`src/core/pra_pkg.sv`:
```
// constants, register map and carrier types of the rtc alarm and regulator bank
package pra_pkg;

	// ------------------------------------------------------------
	// geometry
	// ------------------------------------------------------------
	localparam int          PRA_DW    = 24;
	localparam int          PRA_AW    = 6;
	localparam int          PRA_NREG  = 10;
	localparam int          PRA_NBUCK = 6;
	localparam int          PRA_MW    = 4;

	// ------------------------------------------------------------
	// register offsets
	// ------------------------------------------------------------
	localparam logic [5:0] PRA_OFS_RTC_TIME_ALARM     = 6'h15;
	localparam logic [5:0] PRA_OFS_RTC_DAY_COUNT      = 6'h16;
	localparam logic [5:0] PRA_OFS_RTC_DAY_ALARM      = 6'h17;
	localparam logic [5:0] PRA_OFS_BUCK_ONE_VOLTAGE   = 6'h18;
	localparam logic [5:0] PRA_OFS_BUCK_TWO_THREE_V   = 6'h19;
	localparam logic [5:0] PRA_OFS_BUCK_FOUR_VOLTAGE  = 6'h1A;
	localparam logic [5:0] PRA_OFS_BUCK_FIVE_VOLTAGE  = 6'h1B;
	localparam logic [5:0] PRA_OFS_BUCK_ONE_TWO_MODE  = 6'h1C;
	localparam logic [5:0] PRA_OFS_BUCK_THREE_TO_FIVE = 6'h1D;
	localparam logic [5:0] PRA_OFS_LINEAR_REG_VOLTAGE = 6'h1E;
	// first offset; word index = offset - base
	localparam logic [5:0] PRA_OFS_BASE = PRA_OFS_RTC_TIME_ALARM;

	// word indices used by the top
	localparam int PRA_IDX_ALARM = 0;
	localparam int PRA_IDX_MODE12 = 7;
	localparam int PRA_IDX_MODE345 = 8;

	// ------------------------------------------------------------
	// field positions
	// ------------------------------------------------------------
	localparam int PRA_BIT_CLOCK_DISABLE = 23;
	localparam int PRA_BIT_PLL_ENABLE    = 22;
	localparam int PRA_BIT_PLL_MULT      = 23;
	// mode field lsb per buck: 1, 2 (word 7); 3, 4a, 4b, 5 (word 8)
	localparam int PRA_MODE_LSB [PRA_NBUCK] = '{0, 14, 0, 6, 12, 18};
	localparam int PRA_MODE_WORD [PRA_NBUCK] = '{7, 7, 8, 8, 8, 8};

	// ------------------------------------------------------------
	// mode codes
	// ------------------------------------------------------------
	localparam logic [3:0] PRA_MODE_DEFAULT = 4'h5;

	// ------------------------------------------------------------
	// per word masks and reset values, index 9 down to 0
	// ------------------------------------------------------------
	// writable (and readable) bits; all others read zero
	localparam logic [9:0][23:0] PRA_WMASK = {
		24'h001FF7, 24'hFFFFFF, 24'hFFC0FF, 24'h007C1F, 24'hFFFFFF,
		24'h7DFFFF, 24'h000FFF, 24'h007FFF, 24'h007FFF, 24'h81FFFF};
	// value taken under the backup power on reset
	localparam logic [9:0][23:0] PRA_POR = {
		24'h000000, 24'h145145, 24'h514045, 24'h000000, 24'h000000,
		24'h000000, 24'h000000, 24'h007FFF, 24'h000000, 24'h01FFFF};
	// bits restored by the system reset, and their values
	localparam logic [9:0][23:0] PRA_SYSM = {
		24'h001FF7, 24'h3CF3CF, 24'hF3C0CF, 24'h000000, 24'hFF0000,
		24'h000000, 24'h000000, 24'h000000, 24'h000000, 24'h000000};
	localparam logic [9:0][23:0] PRA_SYSV = {
		24'h000000, 24'h145145, 24'h514045, 24'h000000, 24'h000000,
		24'h000000, 24'h000000, 24'h000000, 24'h000000, 24'h000000};
	// memory hold and user off bits cleared by the off state reset
	localparam logic [9:0][23:0] PRA_OFFM = {
		24'h000000, 24'hC30C30, 24'h0C0030, 24'h000000, 24'h000000,
		24'h000000, 24'h000000, 24'h000000, 24'h000000, 24'h000000};

	// ------------------------------------------------------------
	// carrier types
	// ------------------------------------------------------------
	typedef struct packed {
		logic              wr;
		logic              rd;
		logic [5:0]        addr;
		logic [23:0]       wdata;
	} pra_req_t;

	typedef struct packed {
		logic              valid;
		logic [23:0]       data;
	} pra_rsp_t;

endpackage

```
`src/core/pra_regs.sv`:
```
// rtc alarm, day and regulator setting register bank
//
// Overview of operation
// rtc words reset only on backup power-on reset, kept through global reset.
// time alarm field bits 0..16, read/write, all ones after power-on.
// clock disable bit 23 of alarm word, default zero, stops the rtc.
// day counter bits 0..14, read/write, zero after power-on reset.
// day alarm bits 0..14, read/write, all ones after power-on reset.
// buck one normal and standby voltage fields, untouched by every soft reset.
// buck three normal bits 12..16, standby bits 18..22, shared word.
// buck 4b normal 12..16, standby 17..21, high 22..23; 16..23 system reset.
// start-up reload sets mode fields; otherwise system reset gives 0101.
// buck enabled by start-up sequence gets auto pulse skip mode.
// memory hold and user off bits default zero, cleared by off reset.
// pll enable bit 22 default one, multiplier bit 23 default zero.
// scaling speed fields buck one 6..7, buck two 20..21, default 01.
// linear regulator voltage fields in one word, all system reset.
// unused bits read zero and ignore writes.
// each register is one 24-bit word read or written in one access.
`timescale 1ns/1ps
module pra_regs #(
	// mode code for an enabled buck; value is arbitrary
	parameter logic [3:0] MODE_AUTO_PULSE_SKIP = 4'h8
) (
	// clock and backup power on reset
	input  wire logic                core_clk,
	input  wire logic                rst,
	// soft resets from the power sequencer, one cycle pulses
	input  wire logic                system_reset,
	input  wire logic                off_state_reset,
	input  wire logic                global_system_reset,
	// start-up sequencer reload
	input  wire logic                startup_load,
	input  wire logic [5:0]          buck_start_en,
	// serial control interface, word level
	input  wire pra_pkg::pra_req_t   host_req,
	output pra_pkg::pra_rsp_t        host_rsp,
	// register contents toward the analog
	output logic [9:0][23:0]         reg_word,
	output logic                     clock_disable_bit,
	output logic                     pll_enable_bit,
	output logic                     pll_multiplier_bit
);

	// ------------------------------------------------------------
	// address decode
	// ------------------------------------------------------------
	logic [5:0]  word_idx;
	logic        hit;
	logic [9:0]  wr_sel;
	logic [23:0] ld_val7;
	logic [23:0] ld_val8;
	logic [23:0] ld_msk7;
	logic [23:0] ld_msk8;

	// word index from offset; out-of-map addresses hit nothing
	assign word_idx = host_req.addr - pra_pkg::PRA_OFS_BASE;
	assign hit      = (host_req.addr >= pra_pkg::PRA_OFS_BASE) &&
	                  (word_idx < 6'(pra_pkg::PRA_NREG));

	// ------------------------------------------------------------
	// start-up mode reload values
	// ------------------------------------------------------------
	// each buck mode field gets skip mode when enabled, default when not
	always_comb begin
		ld_val7 = 24'h000000;
		ld_val8 = 24'h000000;
		ld_msk7 = 24'h000000;
		ld_msk8 = 24'h000000;
		for (int b = 0; b < pra_pkg::PRA_NBUCK; b++) begin
			// mode reload
			// auto pulse skip
			if (pra_pkg::PRA_MODE_WORD[b] == pra_pkg::PRA_IDX_MODE12) begin
				ld_msk7[pra_pkg::PRA_MODE_LSB[b] +: pra_pkg::PRA_MW] = 4'hF;
				ld_val7[pra_pkg::PRA_MODE_LSB[b] +: pra_pkg::PRA_MW] =
					buck_start_en[b] ? MODE_AUTO_PULSE_SKIP
					                 : pra_pkg::PRA_MODE_DEFAULT;
			end else begin
				ld_msk8[pra_pkg::PRA_MODE_LSB[b] +: pra_pkg::PRA_MW] = 4'hF;
				ld_val8[pra_pkg::PRA_MODE_LSB[b] +: pra_pkg::PRA_MW] =
					buck_start_en[b] ? MODE_AUTO_PULSE_SKIP
					                 : pra_pkg::PRA_MODE_DEFAULT;
			end
		end
	end

	// ------------------------------------------------------------
	// register words
	// ------------------------------------------------------------
	// global reset is not wired to any word: rtc and all other fields survive it
	genvar g;
	generate
		for (g = 0; g < pra_pkg::PRA_NREG; g++) begin : g_word
			// whole word write
			assign wr_sel[g] = host_req.wr && hit &&
			                   (word_idx == 6'(g));
			// reset domains
			pra_word #(
				.WMASK (pra_pkg::PRA_WMASK[g]),
				.POR   (pra_pkg::PRA_POR[g]),
				.SYSM  (pra_pkg::PRA_SYSM[g]),
				.SYSV  (pra_pkg::PRA_SYSV[g]),
				.OFFM  (pra_pkg::PRA_OFFM[g])
			) u_word (
				.core_clk (core_clk),
				.rst      (rst),
				.sys_rst  (system_reset),
				.off_rst  (off_state_reset),
				.wr_en    (wr_sel[g]),
				.wdata    (host_req.wdata),
				.ld_en    (startup_load &&
				           ((g == pra_pkg::PRA_IDX_MODE12) ||
				            (g == pra_pkg::PRA_IDX_MODE345))),
				.ld_mask  ((g == pra_pkg::PRA_IDX_MODE12) ? ld_msk7
				                                           : ld_msk8),
				.ld_val   ((g == pra_pkg::PRA_IDX_MODE12) ? ld_val7
				                                           : ld_val8),
				.word     (reg_word[g])
			);
		end
	endgenerate

	// ------------------------------------------------------------
	// control bits toward the rtc and pll
	// ------------------------------------------------------------
	// rtc disable
	assign clock_disable_bit  = reg_word[pra_pkg::PRA_IDX_ALARM]
	                                    [pra_pkg::PRA_BIT_CLOCK_DISABLE];
	// pll controls
	assign pll_enable_bit     = reg_word[pra_pkg::PRA_IDX_MODE12]
	                                    [pra_pkg::PRA_BIT_PLL_ENABLE];
	assign pll_multiplier_bit = reg_word[pra_pkg::PRA_IDX_MODE12]
	                                    [pra_pkg::PRA_BIT_PLL_MULT];

	// ------------------------------------------------------------
	// read path
	// ------------------------------------------------------------
	// registered so the answer comes from a flop; unmapped reads zero
	always_ff @(posedge core_clk or posedge rst) begin
		if (rst) begin
			host_rsp <= '0;
		end else begin
			host_rsp.valid <= host_req.rd;
			// unmapped zero
			// whole word read
			if (host_req.rd && hit) begin
				host_rsp.data <= reg_word[word_idx[3:0]];
			end else if (host_req.rd) begin
				host_rsp.data <= 24'h000000;
			end
		end
	end

endmodule

```
`src/core/pra_word.sv`:
```
// one 24 bit register word with per bit reset domains
`timescale 1ns/1ps
module pra_word #(
	parameter logic [23:0] WMASK = 24'h000000,
	parameter logic [23:0] POR   = 24'h000000,
	parameter logic [23:0] SYSM  = 24'h000000,
	parameter logic [23:0] SYSV  = 24'h000000,
	parameter logic [23:0] OFFM  = 24'h000000
) (
	// clock and resets
	input  wire logic        core_clk,
	input  wire logic        rst,
	input  wire logic        sys_rst,
	input  wire logic        off_rst,
	// host write
	input  wire logic        wr_en,
	input  wire logic [23:0] wdata,
	// start-up reload
	input  wire logic        ld_en,
	input  wire logic [23:0] ld_mask,
	input  wire logic [23:0] ld_val,
	// stored word
	output logic      [23:0] word
);

	logic [23:0] next_word;

	// merge write, reload and the two soft resets; resets win last
	always_comb begin
		next_word = word;
		if (wr_en) begin
			next_word = (next_word & ~WMASK) | (wdata & WMASK);
		end
		if (ld_en) begin
			next_word = (next_word & ~ld_mask) | (ld_val & ld_mask);
		end
		if (off_rst) begin
			next_word = next_word & ~OFFM;
		end
		if (sys_rst) begin
			next_word = (next_word & ~SYSM) | (SYSV & SYSM);
		end
	end

	// masking here keeps unused bits at zero whatever is written
	always_ff @(posedge core_clk or posedge rst) begin
		if (rst) begin
			word <= POR & WMASK;
		end else begin
			word <= next_word & WMASK;
		end
	end

endmodule

```
`config.mk`:
```
export PLATFORM = sky130hd
export DESIGN_NAME = pra_regs
export DESIGN_NICKNAME = d
export VERILOG_FILES = /design/src/core/pra_pkg.sv /design/src/core/pra_regs.sv /design/src/core/pra_word.sv
export SDC_FILE = /design/constraint.sdc
export NUM_CORES = 1
export LEC_CHECK = 0
export ABC_AREA = 1
export BUFFER_PORTS_ARGS = -buffer_cell sky130_fd_sc_hd__buf_4
export CAP_MARGIN = 20
export CORE_ASPECT_RATIO = 2
export CORE_MARGIN = 3
export CORE_UTILIZATION = 40
export DETAILED_ROUTE_END_ITERATION = 16
export SKIP_CTS_REPAIR_TIMING = 1
export SLEW_MARGIN = 40
export SYNTH_ARGS = -nofsm -noshare
export SYNTH_HDL_FRONTEND = slang
export SYNTH_SLANG_ARGS = --single-unit
export TNS_END_PERCENT = 1
```
`constraint.sdc`:
```
create_clock -name core_clk -period 9.79 [get_ports core_clk]
set_clock_uncertainty 0.2 [all_clocks]
set_input_delay 1.4685 -clock core_clk [delete_from_list [all_inputs] [get_ports core_clk]]
set_output_delay 1.4685 -clock core_clk [all_outputs]
set_load 0.01 [all_outputs]
```
== Word-level counts from Yosys, hierarchy flattened ==
Cells that the tools add are included.
Storage, ports and cells
  bits of input ports: 44
  register bits after elaboration: 195
  output and inout port bits: 268
  logic and storage cells: 67
Operators by class
  $lt $le $gt $ge: 3
  reductions and logical operators: 17
  add/subtract/negate cells: 1
  bitwise operators: 2
  equality and inequality tests: 9
  mux-type cells: 22
Operator list (number)
  2-to-1 mux 24 bit: 11
  binary-select mux 24 bit (select 4 bit): 1
  2-to-1 mux 13 bit: 2
  equality test 6 x 3 -> 1 bit, second input constant: 4
  2-to-1 mux 4 bit: 6
  OR 24 x 18 -> 24 bit: 1
  OR 24 x 22 -> 24 bit: 1
  2-to-1 mux 22 bit: 1
  2-to-1 mux 20 bit: 1
  logical AND 1 bit: 13
  equality test 6 x 2 -> 1 bit, second input constant: 2
  equality test 6 x 4 -> 1 bit, second input constant: 2
  equality test 6 x 1 -> 1 bit, second input constant: 1
  >= comparator 6 x 5 -> 1 bit, second input constant: 1
  zero test 6 bit: 1
  less-than comparator 6 x 4 -> 1 bit, second input constant: 1
  nonzero test 2 bit: 3
  subtractor 6 x 5 -> 6 bit, second input constant: 1
  less-than comparator 4 x 5 -> 1 bit, second input constant: 1

== Depth between registers and ports, before layout ==
  word-level depth: 10
  depth in mapped cells: 16
  gate-level depth less buffers: 13

== Modules after synthesis ==
Synthesis repeated with hierarchy kept, for this count alone.
Unflattened totals
  cell total of the unflattened synthesis: 2572
  area, all modules: 14968.1 µm²
Modules (own cells, without submodules)
  pra_regs: sequential area each 625.6 µm², area each 4170.2 µm², times used 1, cells each 882
  pra_word (g_word[5].u_word): sequential area each 600.6 µm², area each 1510.2 µm², times used 1, cells each 242
  pra_word (g_word[8].u_word): sequential area each 610.6 µm², area each 1448.9 µm², times used 1, cells each 225
  pra_word (g_word[4].u_word): sequential area each 550.5 µm², area each 1336.3 µm², times used 1, cells each 209
  pra_word (g_word[0].u_word): sequential area each 471.7 µm², area each 1166.1 µm², times used 1, cells each 176
  pra_word (g_word[7].u_word): sequential area each 459.2 µm², area each 1139.8 µm², times used 1, cells each 177
  pra_word (g_word[2].u_word): sequential area each 394.1 µm², area each 963.4 µm², times used 1, cells each 150
  pra_word (g_word[1].u_word): sequential area each 375.4 µm², area each 944.7 µm², times used 1, cells each 150
  pra_word (g_word[9].u_word): sequential area each 300.3 µm², area each 810.8 µm², times used 1, cells each 128
  pra_word (g_word[3].u_word): sequential area each 300.3 µm², area each 794.5 µm², times used 1, cells each 124
  pra_word (g_word[6].u_word): sequential area each 250.2 µm², area each 683.2 µm², times used 1, cells each 109

== Least setup slack after synthesis ==
OpenSTA, ideal clock, no wires.
  path kind: input-to-reg
  start: input port host_req[24] (netlist bit)
  end: register g_word[4].u_word.word[0]
  path buffers: 5
  arrival: 3.534 ns
  stages: 14
  setup time: 0.117 ns
  path slack: 5.939 ns
  data required time: 9.473 ns
  path through: buf_2 > inv_2 > clkbuf_1 > ha_1 > clkbuf_1 > nand2_1 > nand2_1 > nand2_2 > nor3_2 > buf_4 > nand2_1 > buf_2 > nand2_1 > nand2_1
Between the ends
  word-level cells in the longest chain between the ends: 5
  elaborated cells on any way between the ends: 7
  classes of those cells: 1 x add/sub; 2 x order compare; 1 x eq/ne; 3 x reduce/logical
Ends and longest elaborated chain
  start: declaration: line pra_regs.sv:36  | input wire pra_pkg::pra_req_t host_req,
  subtractor 6 x 5 -> 6 bit: line pra_regs.sv:57  | assign word_idx = host_req.addr - pra_pkg::PRA_OFS_BASE;
  less-than comparator 6 x 4 -> 1 bit: line pra_regs.sv:59  | (word_idx < 6'(pra_pkg::PRA_NREG));
  logical AND 1 bit: line pra_regs.sv:58  | assign hit = (host_req.addr >= pra_pkg::PRA_OFS_BASE) &&
  logical AND 1 bit: line pra_regs.sv:95  | assign wr_sel[g] = host_req.wr && hit &&
  logical AND 1 bit (*): line pra_regs.sv:95
  end signal: assignment: line pra_word.sv:48  | word <= POR & WMASK;
  end signal: assignment: line pra_word.sv:50  | word <= next_word & WMASK;
  end: declaration: line pra_word.sv:23  | output logic [23:0] word
Mark *: on every way between the ends. The rest lies on a longest branch, timed or not.
A chain may end at the register's enable or synchronous reset.

== Worst setup path after layout ==
  start: input port host_req[24] (netlist bit)
  end: register g_word[5].u_word.word[16]
Between the ends
  word-level cells in the longest chain between the ends: 6
  elaborated cells on any way between the ends: 8
  classes of those cells: 1 x add/sub; 2 x order compare; 1 x eq/ne; 4 x reduce/logical
Ends and longest elaborated chain (line)
  subtractor 6 x 5 -> 6 bit: pra_regs.sv:57
  less-than comparator 6 x 4 -> 1 bit: pra_regs.sv:59
  logical AND 1 bit: pra_regs.sv:58
  logical AND 1 bit: pra_regs.sv:95
  logical AND 1 bit (*): pra_regs.sv:95
  nonzero test 2 bit (no source line) (*)
  end signal: assignment: pra_word.sv:48
  end signal: assignment: pra_word.sv:50
  end: declaration: pra_word.sv:23
Marks and branches as above.

==> impl_results.md <==
* Die Y at 236 um
* Largest net degree at the start of global routing at 127
* Least-Margin Pin Slew at 0.864 ns
* WP data arrival at 5.21 ns
* WP data required at 9.93 ns
* HP Class: reg -> reg
* DP Worst Slack at 3.97 ns
* DPL Wire Length at 28.0 mm
* Period utilisation layout at 51.8%
* Clock network fraction of total power at 33.7%
* Psw at 0.000636 W
* Post-synthesis register bit count at 195
* Maximum vdd drop at 0.112 mV
* # setup viols final at 0
* Ports at 312
* CTS Buf Count at 17
* RSZ-0062 raised after global routing: false
* Final Hold Viols at 0
* Filler instances at 2,601
* Status: completed
* Avg Synthesized Cell Area at 7.66 sq um
* Setup CP Type: in -> reg
* Main flop type after synthesis: dfrtp_1
* WL met2 at 21.0 mm
* CTS H-tree depth at 4
* Vias in the first global route at 9,824
* Max Cap Violations at 0
* Initial antenna violation count at 0
* Tmin final at 5.07 ns
* Global-route usage over all layers at 28.3%
* Commonest cells after routing, fill and taps aside: 467 x nand2_1, 253 x buf_4, 171 x nand3_1
* Layout cells sized above 1 at 23.2%
* Setup total negative slack at 0 ns
* Pins over their slew limit at 0
* WL/cell at 21.6 um
* Total grt overflow at 0
* Number of core rows at 83
* Number of synthesized flops with an enable pin at 0
* CTS tree: built
* Via density per instance at 5.50
* DRC viols at 0
* Area grow syn2layout at 21.2%
* Setup ws final at 4.72 ns
* PD cells at 158 mW/mm^2
* Synth warnings at 0
* Async SR Flop Fraction at 100%
* Antenna diodes at 0
* Clock sink total at 195
* Element type at the critical path start: primary input
* Sw frac at 31.4%
* Initial Util at 40.9%
* Final Net Count at 1,603
* IO Port Bufs at 240
* First-pass GRT wire length at 60.6 mm
* DRT iter0 DRCs at 994
* Library cells used by synthesis at 35
* Crit-path max FO at 65
* Sequential cell area fraction in the yosys report at 46.6%
* Critical Path Sink Type: flop
* Die ar. at 0.0286 sq mm
* Antenna-violating nets left at 0
* Mapped Area at 0.0106 sq mm
* Highest Signal Layer: met4
* Worst-Skew Late Latency at 0.46 ns
* Logic gate share of total power at 20.2%
* Post-synthesis cell count at 1,383
* Max Clk Rate at 197 MHz
* Leakage at 6.79 nW
* Placer Congestion at 0.915
* Clock transition at path regs at 0.06 ns
* Int Power at 0.00139 W
* CTS max path bufs at 2
* Total Wirelength at 41.1 mm
* 1st-pass router iterations at 5
* M1 WL at 14.5 mm
* Via count at 10,491
* Commonest non-fill, non-tap cell in the layout: nand2_1
* Met3 wire len at 3.35 mm
* Slew HR at 42.4%
* Core box area at 0.0259 sq mm
* Flop pwr share at 46.1%
* Die Width at 121 um
* Clock root buffer: clkbuf_16
Yosys cell counts (4+ instances only):
library cell	instances	area, sq um
a22oi_1	7	52.6
nor2_1	61	229
inv_2	4	15.0
buf_2	26	130
clkbuf_1	59	221
buf_4	81	608
o211ai_1	4	30.0
o21ai_0	66	330
nand4_1	75	469
a21oi_1	38	190
or2_2	6	37.5
inv_1	57	214
mux2i_1	11	110
ha_1	6	75.1
buf_1	9	33.8
dfrtp_1	148	3700
nand2_2	5	31.3
nand3_1	172	861
nand2_1	468	1760
dfstp_2	47	1230
nor2_2	4	25.0
o21ai_1	11	55.1
final timing paths:
check	cells past startpoint	to	slack [ns]	start
max	10	g_word[5].u_word.word[16]	4.72	host_req[24]
min	2	g_word[0].u_word.word[0]	0.27	g_word[0].u_word.word[0]
max reg2reg	8	host_rsp[8]	8.16	g_word[0].u_word.word[8]
min reg2reg	2	g_word[0].u_word.word[0]	0.27	g_word[0].u_word.word[0]
max in group asynchronous	3	g_word[1].u_word.word[10]	7.28	rst
min in group asynchronous	2	host_rsp[23]	0.88	rst
sequential cells by signal, summed over array words and instances (netlist names):
signal / flops
g_word.u_word.word: 170
host_rsp: 25
power groups by stage:
stage,combinational (W),sequential (W),clock [W]
3_5_place_dp,0.000406,0.000948,0
2_1_floorplan,0.000216,0.000953,0
3_3_place_gp,0.000400,0.000948,0
6_report,0.000409,0.000935,0.000683
4_1_cts,0.000407,0.000934,0.000693
5_1_grt,0.000446,0.000940,0.000727
area by class of cell:
| type | instances | area [sq um] | share of cell area [%] |
|---|---|---|---|
| Tap cell | 340 | 425 | 3.32 |
| Clock buffer | 28 | 497 | 3.87 |
| Multi-Input combinational cell | 1021 | 4730 | 36.9 |
| Sequential cell | 195 | 4940 | 38.5 |
| Timing Repair Buffer | 257 | 1940 | 15.2 |
| Inverter | 61 | 241 | 1.88 |
| Clock inverter | 4 | 51.3 | 0.400 |
cells by family after synthesis:
| family | share of synthesized area (%) |
|---|---|
| multiplexers | 1.04 |
| other | 0.0354 |
| AO/OA/AOI/OAI | 6.68 |
| AND/OR/NAND/NOR | 33.3 |
| adder cells (fa/ha/maj) | 0.709 |
| flip-flops | 46.6 |
| buffers and inverters | 11.5 |
routing by layer:
metal	global-route usage, %	vias up
met1	33.1	5010
met4	14.1	0
met2	49.0	631
met5	0	-
met3	5.33	127
li1	-	4723
metrics by stage:
| step | hold WS [ns] | instances | util, % | total power, W | instance area (sq um) |
|---|---|---|---|---|---|
| after floorplan | 0.273 | 1452 | - | 0.00117 | 10800 |
| after global placement | 0.260 | 1871 | 47.2 | 0.00135 | 12200 |
| after detailed placement | 0.265 | 1872 | 47.4 | 0.00135 | 12300 |
| after CTS | 0.275 | 1904 | 49.5 | 0.00203 | 12800 |
| after global routing | 0.290 | 1906 | 49.6 | 0.00211 | 12800 |
| final | 0.274 | 1906 | 49.6 | 0.00203 | 12800 |
worst max-delay path, stage by stage:
cell and delay [ns]:
buf_4 0.16, inv_2 0.06, buf_4 0.65, ha_1 0.84, inv_1 0.22, nor2_4 0.52, nand3_1 0.66, buf_4 0.46
nand3_1 0.09, nand2_1 0.06
(Power assumes the default switching activity.)
